<file path="config.mk">
export PLATFORM = sky130hd
export DESIGN_NAME = apfs_top
export DESIGN_NICKNAME = d
export VERILOG_FILES = /design/src/apfs_pkg.sv /design/src/apfs_sync.sv /design/src/apfs_holder.sv /design/src/apfs_top.sv
export SDC_FILE = /design/constraint.sdc
export NUM_CORES = 1
export LEC_CHECK = 0
export ABC_AREA = 1
export BUFFER_PORTS_ARGS = -buffer_cell sky130_fd_sc_hd__buf_4
export CAP_MARGIN = 20
export CORE_MARGIN = 1.5
export CORE_UTILIZATION = 48
export DETAILED_ROUTE_END_ITERATION = 16
export GPL_TIMING_DRIVEN = 0
export PLACE_DENSITY = 0.78
export SYNTH_ARGS = -nofsm -noshare
export SYNTH_HDL_FRONTEND = slang
export SYNTH_SLANG_ARGS = --single-unit
</file>
<file path="constraint.sdc">
create_clock -name i_clk -period 1.19 [get_ports i_clk]
set_clock_uncertainty 0.05 [all_clocks]
set_input_delay 0.119 -clock i_clk [delete_from_list [all_inputs] [get_ports i_clk]]
set_output_delay 0.119 -clock i_clk [all_outputs]
set_load 0.05 [all_outputs]
</file>
<file path="src/apfs_pkg.sv">
package apfs_pkg;
	// Pin group widths
	localparam int UPPER_W = 4;
	localparam int LOWER_W = 16;
	localparam int HOST_DATA_W = 16;
	// Values taken while reset is asserted and right after release
	localparam logic [3:0] UPPER_RESET_VAL = 4'h0;
	localparam logic [15:0] LOWER_RESET_VAL = 16'h0000;
	localparam logic HOLDER_RESET_EN = 1'b1;
	localparam logic STRAP_RESET_VAL = 1'b0;
	// Number of synchroniser stages on pin inputs
	localparam int SYNC_STAGES = 2;

	// Strap capture state: capturing or locked
	typedef enum logic [1:0] {
		APFS_MODE_RESET = 2'b01,
		APFS_MODE_LOCKED = 2'b10
	} apfs_lock_t;
endpackage

</file>
<file path="src/apfs_sync.sv">
`timescale 1ns/1ps
// Two-flop synchroniser for a pin bus
module apfs_sync #(
	parameter int W = 1
) (
	// Clock and reset
	input wire logic i_clk,
	input wire logic i_rstn,
	// Data
	input wire logic [W-1:0] i_d,
	output logic [W-1:0] o_q
);
	logic [W-1:0] meta_reg;
	logic [W-1:0] sync_reg;

	always_ff @(posedge i_clk or negedge i_rstn) begin
		if (!i_rstn) begin
			meta_reg <= '0;
			sync_reg <= '0;
		end else begin
			meta_reg <= i_d;
			sync_reg <= meta_reg;
		end
	end

	assign o_q = sync_reg;
endmodule

</file>
<file path="src/apfs_holder.sv">
`timescale 1ns/1ps
// Bus holder model: remembers the level last driven on each pin
module apfs_holder #(
	parameter int W = 1
) (
	// Clock and reset
	input wire logic i_clk,
	input wire logic i_rstn,
	// Pin drive state
	input wire logic [W-1:0] i_drive_val,
	input wire logic [W-1:0] i_drive_oe,
	input wire logic i_hold_en,
	// Held level
	output logic [W-1:0] o_hold_val,
	output logic [W-1:0] o_hold_oe
);
	logic [W-1:0] last_reg;
	logic [W-1:0] oe_reg;

	always_ff @(posedge i_clk or negedge i_rstn) begin
		if (!i_rstn) begin
			last_reg <= '0;
		end else begin
			for (int i = 0; i < W; i++) begin
				if (i_drive_oe[i]) begin
					last_reg[i] <= i_drive_val[i];
				end
			end
		end
	end

	// Weak keeper only acts on pins nobody drives
	always_ff @(posedge i_clk or negedge i_rstn) begin
		if (!i_rstn) begin
			oe_reg <= '0;
		end else begin
			oe_reg <= ~i_drive_oe & {W{i_hold_en}};
		end
	end

	assign o_hold_val = last_reg;
	assign o_hold_oe = oe_reg;
endmodule

</file>
<file path="src/apfs_top.sv">
`timescale 1ns/1ps
// Notes on behaviour
// - Strap low puts the upper four pins on parallel io bits 3..0, high on ext mem addr 21..18.
// - Strap low puts the lower sixteen pins on host address 15..0, high on ext mem addr 17..2.
// - The function is latched on reset release and held until the next reset.
// - Undriven address pins are kept by bus holders at their last driven level.
// - Holders are enabled at reset and later follow the external bus control bit.
// - In parallel io mode bits 3..0 are inputs after reset.
// - In ext mem mode addr 21..18 float during reset then drive zero.
// - In ext mem mode addr 17..2 float during reset then drive zero.
// - In host mode the host address pins are inputs after reset.
// - Strap low selects the non-multiplexed host port.
// - Non-multiplexed host mode uses a 16-bit address and a separate 16-bit data bus.
// - Each host cycle moves exactly one 16-bit word.
module apfs_top (
	// Clock and reset
	input wire logic i_clk,
	input wire logic i_rstn,
	// Strap pin
	input wire logic i_function_strap_pin,
	// Holder control from the external bus control register
	input wire logic i_external_bus_control_reg_hold_en,
	// Core side: external memory interface address
	input wire logic [3:0] i_ext_mem_addr_upper,
	input wire logic [15:0] i_ext_mem_addr_lower,
	// Core side: parallel io low bits
	input wire logic [3:0] i_parallel_io_low_bits_out,
	input wire logic [3:0] i_parallel_io_low_bits_dir,
	output logic [3:0] o_parallel_io_low_bits_in,
	// Core side: host port address and mode
	output logic [15:0] o_host_port_address,
	output logic o_host_port_non_mux,
	output logic o_ext_mem_mode,
	// Upper address pins
	input wire logic [3:0] i_pin_upper,
	output logic [3:0] o_pin_upper,
	output logic [3:0] o_pin_upper_oe,
	output logic [3:0] o_pin_upper_hold,
	output logic [3:0] o_pin_upper_hold_oe,
	// Lower address pins
	input wire logic [15:0] i_pin_lower,
	output logic [15:0] o_pin_lower,
	output logic [15:0] o_pin_lower_oe,
	output logic [15:0] o_pin_lower_hold,
	output logic [15:0] o_pin_lower_hold_oe
);
	logic strap_s;
	logic hold_en_s;
	logic [3:0] pin_upper_s;
	logic [15:0] pin_lower_s;
	logic ext_mem_reg;
	logic in_reset_reg;
	apfs_pkg::apfs_lock_t lock_reg;
	logic hold_en_reg;
	logic [3:0] upper_val_reg;
	logic [3:0] upper_oe_reg;
	logic [15:0] lower_val_reg;
	logic [15:0] lower_oe_reg;
	logic [3:0] pio_in_reg;
	logic [15:0] host_addr_reg;
	logic [3:0] upper_hold_val;
	logic [3:0] upper_hold_oe;
	logic [15:0] lower_hold_val;
	logic [15:0] lower_hold_oe;
	// Syncs for strap and holder enable
	logic strap_meta_reg;
	logic strap_sync_reg;
	logic hold_meta_reg;
	logic hold_sync_reg;
	logic non_mux_reg;
	// Shared selector results, sixteen bits for both groups
	logic [15:0] upper_val_wide;
	logic [15:0] upper_oe_wide;
	logic [15:0] lower_val_wide;
	logic [15:0] lower_oe_wide;
	logic [15:0] upper_in_wide;
	logic [15:0] lower_in_wide;

	// Lock state test shared by the release and holder logic
	function automatic logic is_locked(
		input apfs_pkg::apfs_lock_t state
	);
		is_locked = (state == apfs_pkg::APFS_MODE_LOCKED);
	endfunction

	// Drive enable of one pin group
	function automatic logic [15:0] group_oe(
		input logic released,
		input logic mem_owned,
		input logic [15:0] core_dir
	);
		if (released) begin
			group_oe = 16'h0000;
		end else if (mem_owned) begin
			group_oe = 16'hffff;
		end else begin
			group_oe = core_dir;
		end
	endfunction

	// Drive value of one pin group, reset level while released
	function automatic logic [15:0] group_val(
		input logic released,
		input logic mem_owned,
		input logic [15:0] mem_addr,
		input logic [15:0] io_out,
		input logic [15:0] rst_val
	);
		if (released) begin
			group_val = rst_val;
		end else if (mem_owned) begin
			group_val = mem_addr;
		end else begin
			group_val = io_out;
		end
	endfunction

	// Core sees zero on pins the memory interface owns
	function automatic logic [15:0] core_view(
		input logic mem_owned,
		input logic [15:0] pin_lvl
	);
		core_view = mem_owned ? 16'h0000 : pin_lvl;
	endfunction

	// Pin inputs pass two flops first.
	// Strap sync has no reset: it keeps sampling while reset is low,
	// so the strap level is already settled when reset lifts.
	always_ff @(posedge i_clk) begin
		strap_meta_reg <= i_function_strap_pin;
		strap_sync_reg <= strap_meta_reg;
	end

	// A reset sync here would switch holders off for a cycle after release
	always_ff @(posedge i_clk) begin
		hold_meta_reg <= i_external_bus_control_reg_hold_en;
		hold_sync_reg <= hold_meta_reg;
	end

	assign strap_s = strap_sync_reg;
	assign hold_en_s = hold_sync_reg;

	apfs_sync #(.W(apfs_pkg::UPPER_W)) u_sync_upper (
		.i_clk(i_clk),
		.i_rstn(i_rstn),
		.i_d(i_pin_upper),
		.o_q(pin_upper_s)
	);

	apfs_sync #(.W(apfs_pkg::LOWER_W)) u_sync_lower (
		.i_clk(i_clk),
		.i_rstn(i_rstn),
		.i_d(i_pin_lower),
		.o_q(pin_lower_s)
	);

	// Strap is caught on the first edge after release, then frozen.
	// Relies on the board keeping it steady across the release.
	always_ff @(posedge i_clk or negedge i_rstn) begin
		if (!i_rstn) begin
			lock_reg <= apfs_pkg::APFS_MODE_RESET;
		end else begin
			case (lock_reg)
				apfs_pkg::APFS_MODE_RESET: begin
					lock_reg <= apfs_pkg::APFS_MODE_LOCKED;
				end
				apfs_pkg::APFS_MODE_LOCKED: begin
					lock_reg <= apfs_pkg::APFS_MODE_LOCKED;
				end
				default: begin
					lock_reg <= apfs_pkg::APFS_MODE_RESET;
				end
			endcase
		end
	end

	// Function flags, written only in the capture state
	always_ff @(posedge i_clk or negedge i_rstn) begin
		if (!i_rstn) begin
			ext_mem_reg <= apfs_pkg::STRAP_RESET_VAL;
			non_mux_reg <= !apfs_pkg::STRAP_RESET_VAL;
		end else if (lock_reg == apfs_pkg::APFS_MODE_RESET) begin
			ext_mem_reg <= strap_s;
			non_mux_reg <= !strap_s;
		end
	end

	// Pins stay released until the function is known.
	// One extra edge so no pin ever sees a half-captured mode.
	always_ff @(posedge i_clk or negedge i_rstn) begin
		if (!i_rstn) begin
			in_reset_reg <= 1'b1;
		end else begin
			in_reset_reg <= !is_locked(lock_reg);
		end
	end

	// Holders on from reset, then software-controlled
	always_ff @(posedge i_clk or negedge i_rstn) begin
		if (!i_rstn) begin
			hold_en_reg <= apfs_pkg::HOLDER_RESET_EN;
		end else if (is_locked(lock_reg)) begin
			hold_en_reg <= hold_en_s;
		end
	end

	// One selector for both groups; the upper group pays with zero padding
	assign upper_oe_wide = group_oe(in_reset_reg, ext_mem_reg,
		{12'h000, i_parallel_io_low_bits_dir});
	assign upper_val_wide = group_val(in_reset_reg, ext_mem_reg,
		{12'h000, i_ext_mem_addr_upper}, {12'h000, i_parallel_io_low_bits_out},
		{12'h000, apfs_pkg::UPPER_RESET_VAL});
	// Host mode never drives the lower group
	assign lower_oe_wide = group_oe(in_reset_reg, ext_mem_reg, 16'h0000);
	assign lower_val_wide = group_val(in_reset_reg, ext_mem_reg, i_ext_mem_addr_lower,
		apfs_pkg::LOWER_RESET_VAL, apfs_pkg::LOWER_RESET_VAL);

	// Upper pin drive
	always_ff @(posedge i_clk or negedge i_rstn) begin
		if (!i_rstn) begin
			upper_val_reg <= apfs_pkg::UPPER_RESET_VAL;
			upper_oe_reg <= '0;
		end else begin
			upper_val_reg <= upper_val_wide[3:0];
			upper_oe_reg <= upper_oe_wide[3:0];
		end
	end

	// Lower pin drive; host mode never drives them
	always_ff @(posedge i_clk or negedge i_rstn) begin
		if (!i_rstn) begin
			lower_val_reg <= apfs_pkg::LOWER_RESET_VAL;
			lower_oe_reg <= '0;
		end else begin
			lower_val_reg <= lower_val_wide;
			lower_oe_reg <= lower_oe_wide;
		end
	end

	assign upper_in_wide = core_view(ext_mem_reg, {12'h000, pin_upper_s});
	assign lower_in_wide = core_view(ext_mem_reg, pin_lower_s);

	// Parallel io input path back to the core
	always_ff @(posedge i_clk or negedge i_rstn) begin
		if (!i_rstn) begin
			pio_in_reg <= '0;
		end else begin
			pio_in_reg <= upper_in_wide[3:0];
		end
	end

	// Host address input path back to the core
	always_ff @(posedge i_clk or negedge i_rstn) begin
		if (!i_rstn) begin
			host_addr_reg <= '0;
		end else begin
			host_addr_reg <= lower_in_wide;
		end
	end

	apfs_holder #(.W(apfs_pkg::UPPER_W)) u_hold_upper (
		.i_clk(i_clk),
		.i_rstn(i_rstn),
		.i_drive_val(upper_val_reg),
		.i_drive_oe(upper_oe_reg),
		.i_hold_en(hold_en_reg),
		.o_hold_val(upper_hold_val),
		.o_hold_oe(upper_hold_oe)
	);

	apfs_holder #(.W(apfs_pkg::LOWER_W)) u_hold_lower (
		.i_clk(i_clk),
		.i_rstn(i_rstn),
		.i_drive_val(lower_val_reg),
		.i_drive_oe(lower_oe_reg),
		.i_hold_en(hold_en_reg),
		.o_hold_val(lower_hold_val),
		.o_hold_oe(lower_hold_oe)
	);

	// Non-multiplexed host port, one 16-bit word per cycle
	assign o_host_port_non_mux = non_mux_reg;
	assign o_ext_mem_mode = ext_mem_reg;
	assign o_parallel_io_low_bits_in = pio_in_reg;
	assign o_host_port_address = host_addr_reg;
	assign o_pin_upper = upper_val_reg;
	assign o_pin_upper_oe = upper_oe_reg;
	assign o_pin_lower = lower_val_reg;
	assign o_pin_lower_oe = lower_oe_reg;
	// Keeper drives last level on floating pins.
	assign o_pin_upper_hold = upper_hold_val;
	assign o_pin_upper_hold_oe = upper_hold_oe;
	assign o_pin_lower_hold = lower_hold_val;
	assign o_pin_lower_hold_oe = lower_hold_oe;
endmodule

</file>
### After elaboration in Yosys (flattened, before gate mapping)

Index checks and enable logic that the tools add are counted.

| storage, ports and cells | value |
|---|---|
| register bits after elaboration | 150 |
| bits of input ports | 52 |
| output and inout bits | 102 |
| logic and storage cells | 61 |

| operators by class | value |
|---|---|
| equal/unequal tests | 2 |
| multiplexer cells | 11 |
| bitwise logic cells | 4 |
| reduce and logical (&&, ||, !) cells | 3 |

Operator list:

| cell | count |
|---|---|
| $mux 16 | 5 |
| $mux 4 | 5 |
| $and 16x16->16 | 1 |
| $not 16->16 | 1 |
| $and 4x4->4 | 1 |
| $not 4->4 | 1 |
| $eq 2x1->1 const B | 1 |
| $eq 2x2->1 const B | 1 |
| $logic_not 1->1 | 2 |
| $mux 2 | 1 |
| $reduce_or 2->1 | 1 |

### Depth between registers and ports, before layout

Gate-level depths: netlist of the first run.

| logic depth | value |
|---|---|
| depth after elaboration | 3 |
| gate-level depth with buffers | 4 |
| gate-level depth less buffers | 4 |

### Hierarchy

A second synthesis of the first run with hierarchy kept.

| second synthesis, totals | value |
|---|---|
| cell total of the unflattened synthesis | 378 |
| area, all modules | 4,401.7 um^2 |

Modules (own cells, without submodules):

| module | instances | cells an instance | area an instance (um^2) | seq. area each (um^2) |
|---|---|---|---|---|
| apfs_top | 1 | 195 | 1,980.6 | 1,361.3 |
| apfs_holder at u_hold_lower | 1 | 114 | 1,141.1 | 800.8 |
| apfs_sync at u_sync_lower | 1 | 32 | 800.8 | 800.8 |
| apfs_holder at u_hold_upper | 1 | 29 | 279.0 | 200.2 |
| apfs_sync at u_sync_upper | 1 | 8 | 200.2 | 200.2 |

### Worst setup path after synthesis of the first run

Ideal clock, no wire load.

| timing path | value |
|---|---|
| kind | reg2reg |
| start point | register o_pin_lower_oe[14] (netlist name) |
| end point | register u_hold_lower.last_reg[0], in the netlist u_hold_lower.o_hold_val[0] |
| library setup time | 128 ps |
| arrival time | 1,273 ps |
| required time | 1,012 ps |
| path slack | -260 ps |
| cell stages (with the launch flop) | 3 |
| path buffers | 1 |
| period minus slack after synthesis | 1,450 ps |
| path through | dfrtp_1 -> buf_2 -> o21ai_0 |

RTL lines:

| item | RTL line | source |
|---|---|---|
| end signal: indexed assignment | apfs_holder.sv:26 | `last_reg[i] <= i_drive_val[i];` |
| end: declaration | apfs_holder.sv:17 | `logic [W-1:0] last_reg;` |

==> impl_metrics.json, run 1 <==
{
  "status": "finished, violations left",
  "violations": "setup timing",
  "antenna_found_initial": 1,
  "vias_per_cell": 4.85,
  "grt_usage_pct": 27.0,
  "pin_count": 154,
  "synth_area_um2": 4010,
  "hold_class": "in2async",
  "initialDrtViolationCount": 214,
  "cp.required_ns": 1.02,
  "drt_wl_total_um": 14500,
  "end_kind": "output port",
  "finalWorstSetupSlack_ns": -0.445,
  "power.leakage_nw": 3.78,
  "grt.overflow.total": 0,
  "fillers": 307,
  "wl_met2_um": 8100,
  "p_per_area_nw_per_um2": 1610,
  "synth_top_area_share_pct": 70.0,
  "die_w_um": 94.3,
  "ys_warn_count": 0,
  "finalCriticalPeriod_ns": 1.63,
  "post-route-period-util_pct": 137,
  "ys_ff_latch": 120,
  "path_cells": "buf_6 -> buf_4 -> buf_6",
  "htree_levels": 4,
  "gp_congestion": 0.778,
  "routed-wl-met3_um": 979,
  "initial_core_util_pct": 49.2,
  "worstSkewPairLatency_ns": 0.52,
  "port_buffers": 153,
  "synth_cells": 343,
  "vias": 3515,
  "fin_util_pct": 89.4,
  "internal-power_mw": 8.24,
  "core-area_um2": 8130,
  "p_switching_mw": 3.44,
  "start_kind": "register",
  "layout.nets": 659,
  "power_mw": 11.7,
  "clock_sinks": 120,
  "clock_path_buffers": 2,
  "synthTopCellsByArea": "dfrtp_1 70%, buf_4 5.8%, nor2_1 5.4%, inv_1 5.0%, nand2_1 4.4%",
  "wl_per_cell_um": 20.0,
  "avgSynthCellArea_um2": 11.7,
  "ant_nets": 0,
  "root_buffer": "clkbuf_8",
  "drc": 0,
  "setup_viol": 113,
  "worst_pin_slew_ns": 0.486,
  "max_stage_delay_ns": 0.50,
  "final_max_slew_viol_count": 0,
  "clkSlewWorstSetupHoldPaths_ns": 0.06,
  "path_common_cell": "buf_6",
  "drive_gt1_share_pct": 44.5,
  "arrival_ns": 1.47,
  "cap_violations": 0,
  "timing.fmax_ghz": 0.612,
  "dp_hpwl_um": 5950,
  "crit_path_max_fanout": 11,
  "swShare_pct": 29.5,
  "max-vdd-ir-drop_uv": 1470,
  "syn_nets": 397,
  "hold_ws_ns": 0.0707,
  "area_delta_synth_final_pct": 81.6,
  "pwr-share-clk_pct": 43.2,
  "critPathSlowestCell": "dfrtp_4",
  "die_area_um2": 8900,
  "die_h_um": 94.3,
  "worstSetupPathType": "reg2out",
  "placementRows": 33,
  "routed.top_layer": "met4",
  "max_slew_margin_pct": 67.6,
  "met1_length_um": 4740,
  "dr.pass1.iters": 5,
  "power_frac_comb_pct": 18.5,
  "tritoncts": "built",
  "grt_max_degree": 66,
  "p_seq_share_pct": 38.2,
  "ys_seq_area_share_pct": 74.6,
  "hold_viol_final": 0,
  "first_global_vias": 3439,
  "rr_worst_depth": 3,
  "grt_pass1_wl_um": 17000,
  "rsz0062_at_grt": "true",
  "cts_made_buffers": 17,
  "ys_types": 12,
  "yosysTopAreaCell": "dfrtp_1"
}
[metal layers]
metal	vias to the layer above	GRT usage (%)
met1	1757	27.0
met3	56	6.12
met4	0	15.3
li1	1509	-
met2	193	50.8
met5	-	0
[worst max-delay path: cells and delay by family, from the launching register on]
kind / cells / cell delay, ns
flops: 1 / 0.50
buf+inv: 3 / 0.44
[cells in the final DEF (no fill, tap or decap), types with 2 or more instances in the layout]
cell / Yosys / final
buf_8: 0 / 16
dfxtp_1: 4 / 4
clkinv_4: 0 / 3
clkinv_2: 0 / 2
nor2_1: 58 / 57
dfstp_2: 4 / 4
o21ai_0: 22 / 15
buf_2: 8 / 4
inv_6: 0 / 5
buf_12: 0 / 2
o21ai_2: 0 / 2
clkbuf_16: 0 / 17
buf_4: 31 / 102
bufinv_16: 0 / 2
clkinvlp_4: 0 / 2
nand2_1: 47 / 46
dfrtp_2: 0 / 2
dfrtp_1: 112 / 109
inv_1: 53 / 53
ha_1: 2 / 2
buf_6: 1 / 105
dlygate4sd3_1: 0 / 51
o21ai_1: 1 / 6
[power by group through the flow]
stage,Clock [mW],Sequential (mW),Combinational [mW]
2_1_floorplan,0,5.01,0.427
3_3_place_gp,0,4.48,1.53
3_5_place_dp,0,4.50,1.57
4_1_cts,4.98,4.43,1.94
5_1_grt,5.24,4.48,2.26
6_report,5.05,4.47,2.17
[cells in the mapped netlist (all sizes together)]
library cell,number
buf,40
dfstp,4
nand2,47
dfrtp,112
nor2,58
dfxtp,4
o21ai,23
ha,2
inv,53
[worst paths after layout]
| path | slack, ns | endpoint | from |
|---|---|---|---|
| setup / recovery | -0.44 | o_pin_lower_oe[9] | o_pin_lower_oe[14] |
| hold / removal | 0.07 | u_sync_lower.o_q[8] | i_rstn |
| setup reg to reg | -0.11 | u_hold_lower.o_hold_val[7] | o_pin_lower_oe[14] |
| hold reg to reg | 0.28 | strap_s | strap_meta_reg |
| max in group asynchronous | 0.32 | in_reset_reg | i_rstn |
| min in group i_clk | 0.19 | strap_meta_reg | i_function_strap_pin |
[stage by stage]
stage	cell area, um^2	worst slack [ns]	TNS [ns]	instances
2_1_floorplan	4010	0.0194	0	343
6_report	7270	-0.445	-16.77	724
3_3_place_gp	5290	-0.321	-24.25	601
4_1_cts	6960	-0.396	-14.52	703
3_5_place_dp	5320	0.0104	0	602
5_1_grt	7270	-0.456	-18.54	724
[kinds of logic (layout without fill, tap and decap cells)]
kind of cell | count (synthesis) | in the layout | synth area share [%]
flip-flops | 120 | 120 | 74.6
AO/OA/AOI/OAI | 23 | 23 | 2.87
buffers and inverters | 93 | 368 | 12.1
AND/OR/NAND/NOR | 105 | 105 | 9.84
adder cells (fa/ha/maj) | 2 | 2 | 0.625
other | 0 | 1 | 0
[timing repair]
| action | CTS | global route |
|---|---|---|
| gates resized for setup | 107 | 51 |
| endpoints found under the hold margin | 97 | 0 |
| buffers inserted | 18 | 19 |
| hold buffers | 51 | 0 |
| cloned | 0 | 1 |
| setup endpoints to repair | 104 | 121 |
[final cells by class]
type / count / area [um^2] / area share [%]
diodes: 1 / 2.50 / 0.0344
plain buffers: 40 / 354 / 4.87
clock buffers: 17 / 414 / 5.69
clock inverters: 15 / 166 / 2.29
inverters: 53 / 199 / 2.74
multi-input cells: 130 / 547 / 7.52
flip-flops and latches: 120 / 2990 / 41.2
well taps: 105 / 131 / 1.81
repair buffers: 243 / 2460 / 33.9
Note: power is estimated with default switching activity, not from simulation.
==> inputs of run 2 (changes only) <==
ABC_AREA = not set   (was 1)
MAX_ROUTING_LAYER = met4   (was not set)
==> run 2 against run 1 <==
The run still ends with setup timing left. Sequential share of layout area is 0.34 points lower. Largest power group unchanged. Fmax grew 0.38%. Critical endpoint is now o_pin_lower_oe[13]. Register-to-register slack got worse by 0.31 ns.
==> impl_metrics.json, run 2 <==
{
  "internal-power_mw": 8.54,
  "rsz0062_at_grt": "true",
  "synth_top_area_share_pct": 70.5,
  "drive_gt1_share_pct": 57.3,
  "initial_core_util_pct": 48.9,
  "synthTopCellsByArea": "dfrtp_1 70%, buf_4 5.9%, nor2b_1 3.8%, mux2_2 3.7%, mux2_4 3.4%",
  "yosysTopAreaCell": "dfrtp_1",
  "clkSlewWorstSetupHoldPaths_ns": 0.06,
  "synth_top_family_by_area": "multiplexers",
  "ys_warn_count": 0,
  "vias": 3034,
  "initialDrtViolationCount": 117,
  "die_h_um": 94.0,
  "ys_ff_latch": 120,
  "arrival_ns": 1.46,
  "placementRows": 33,
  "dr.pass1.iters": 5,
  "ys_async_sr_fraction_pct": 96.7,
  "vias_per_cell": 4.85,
  "synth_edf_count": 0,
  "tritoncts": "built",
  "die_w_um": 94.0,
  "synth_flop_cell": "dfrtp_1",
  "hold_class": "in2async",
  "avgSynthCellArea_um2": 16.2,
  "hold_ws_ns": 0.143,
  "clock_sinks": 120,
  "grt_usage_pct": 28.6,
  "fillers": 279,
  "syn_nets": 299,
  "muxShareOfSynthArea_pct": 8.34,
  "p_switching_mw": 3.44,
  "core-area_um2": 8130,
  "layout.nets": 561,
  "ys_types": 17,
  "power_frac_comb_pct": 18.6,
  "ant_nets": 0,
  "drt_wl_total_um": 13600,
  "post-route-period-util_pct": 137,
  "max_slew_margin_pct": 58.9,
  "power_mw": 12.0,
  "setup_viol": 124,
  "cap_violations": 0,
  "layout_commonest_cell": "dfrtp_1",
  "max-vdd-ir-drop_uv": 1370,
  "dp_slack_ns": -0.154,
  "multiInputGateArea_um2": 719,
  "root_buffer": "clkbuf_8",
  "violations": "setup timing",
  "status": "finished, violations left",
  "htree_levels": 4,
  "grt.overflow.total": 0,
  "pin_count": 154,
  "synth-simple-area-share_pct": 7.99,
  "port_buffers": 153,
  "wl_per_cell_um": 21.8,
  "yosysMostFrequentCell": "dfrtp_1",
  "yosys-top-cells-count": "112 x dfrtp_1, 31 x buf_4, 24 x nor2b_1",
  "synth_xor_area_share_pct": 0,
  "num_antenna_cells": 0,
  "synthAdderAreaFrac_pct": 0.629,
  "die_area_um2": 8840,
  "grt_max_degree": 69,
  "cp.required_ns": 1.02,
  "synth_cells": 245,
  "ff_latch_area_um2": 2990,
  "cts_made_buffers": 17,
  "finalWorstSetupSlack_ns": -0.438,
  "worstSkewPairLatency_ns": 0.51,
  "swShare_pct": 28.7,
  "clock_path_buffers": 2,
  "finalCriticalPeriod_ns": 1.63,
  "power.leakage_nw": 3.61,
  "synth_compound_area_share_pct": 0,
  "synth_area_um2": 3980,
  "final_max_slew_viol_count": 0,
  "timing.fmax_ghz": 0.614,
  "ys_seq_area_share_pct": 75.1,
  "p_seq_share_pct": 37.4,
  "rr_worst_depth": 4,
  "start_kind": "register",
  "hold_viol_final": 0,
  "grt_pass1_wl_um": 17400,
  "dp_hpwl_um": 5310,
  "first_global_vias": 3014,
  "ff2ff_setup_slack_ns": -0.42,
  "antenna_found_initial": 0,
  "mostFrequentLayoutCells": "109 x dfrtp_1, 105 x buf_6, 98 x buf_4, 51 x dlygate4sd3_1, 23 x nor2b_1",
  "pwr-share-clk_pct": 44.0,
  "end_kind": "output port",
  "area_delta_synth_final_pct": 84.4,
  "worst_pin_slew_ns": 0.616,
  "p_per_area_nw_per_um2": 1630,
  "gp_congestion": 0.788,
  "worstSetupPathType": "reg2out",
  "crit_path_max_fanout": 8,
  "drc": 0
}
==> run 2: power by group through the flow <==
stage                     clock network, mW  registers, mW  logic, mW
after detailed placement                  0           4.50       1.63
after global routing                   5.50           4.50       2.30
final                                  5.27           4.49       2.22
after CTS                              5.21           4.44       2.07
after global placement                    0           4.49       1.59
after floorplan                           0           5.04      0.463
==> run 2: critical path, stage by stage, from the launching register on <==
cell,delay [ns]
dfrtp_4,0.50
buf_6,0.16
buf_4,0.14
buf_6,0.15
==> run 2: metal layers <==
layer  wire length [um]  GRT usage, %  vias to the layer above
li1                   -             -                     1272
met1               5110          33.2                     1569
met2               7390          47.4                      151
met3                600          6.80                       42
met4                533          13.1                        0
met5                  0             -                        -
==> run 2: layout make-up <==
| class | instances | area share [%] |
|---|---|---|
| Multi-Input combinational cell | 83 | 9.81 |
| Sequential cell | 120 | 40.8 |
| Tap cell | 105 | 1.79 |
| Timing Repair Buffer | 244 | 34.1 |
| Inverter | 5 | 0.256 |
| Clock inverter | 15 | 2.63 |
| Buffer | 36 | 4.98 |
| Clock buffer | 17 | 5.65 |
==> run 2: path summary, 6_finish.rpt <==
check,endpoint,start
max reg2reg,u_hold_lower.o_hold_val[7],o_pin_lower_oe[14]
min reg2reg,strap_s,strap_meta_reg
min,u_sync_lower.o_q[15],i_rstn
max in group asynchronous,o_pin_lower_oe[14],i_rstn
min in group i_clk,u_sync_lower.meta_reg[14],i_pin_lower[14]
max,o_pin_lower_oe[13],o_pin_lower_oe[14]
==> run 2: what timing repair did <==
action / CTS / global route
hold buffers: 51 / 0
gates resized for setup: 147 / 13
pin swaps: 0 / 1
gates cloned: 1 / 0
endpoints found under the hold margin: 94 / 0
setup endpoints to repair: 120 / 140
buffers inserted: 22 / 16
==> run 2: cell families after synthesis <==
kind of cell | Yosys count
and+or+nand+nor | 54
adders and majority gates | 2
DFF | 120
muxes | 27
buffers and inverters | 42
==> run 2: through the flow <==
step,cells,util [%],instance area [um^2],TNS (ns)
floorplan,245,-,3980,-2.07
global placement,503,64.7,5260,-26.36
detailed placement,504,65.1,5290,-1.47
CTS,609,88.0,7160,-17.59
global route,625,90.2,7330,-22.91
finish,625,90.2,7330,-19.99
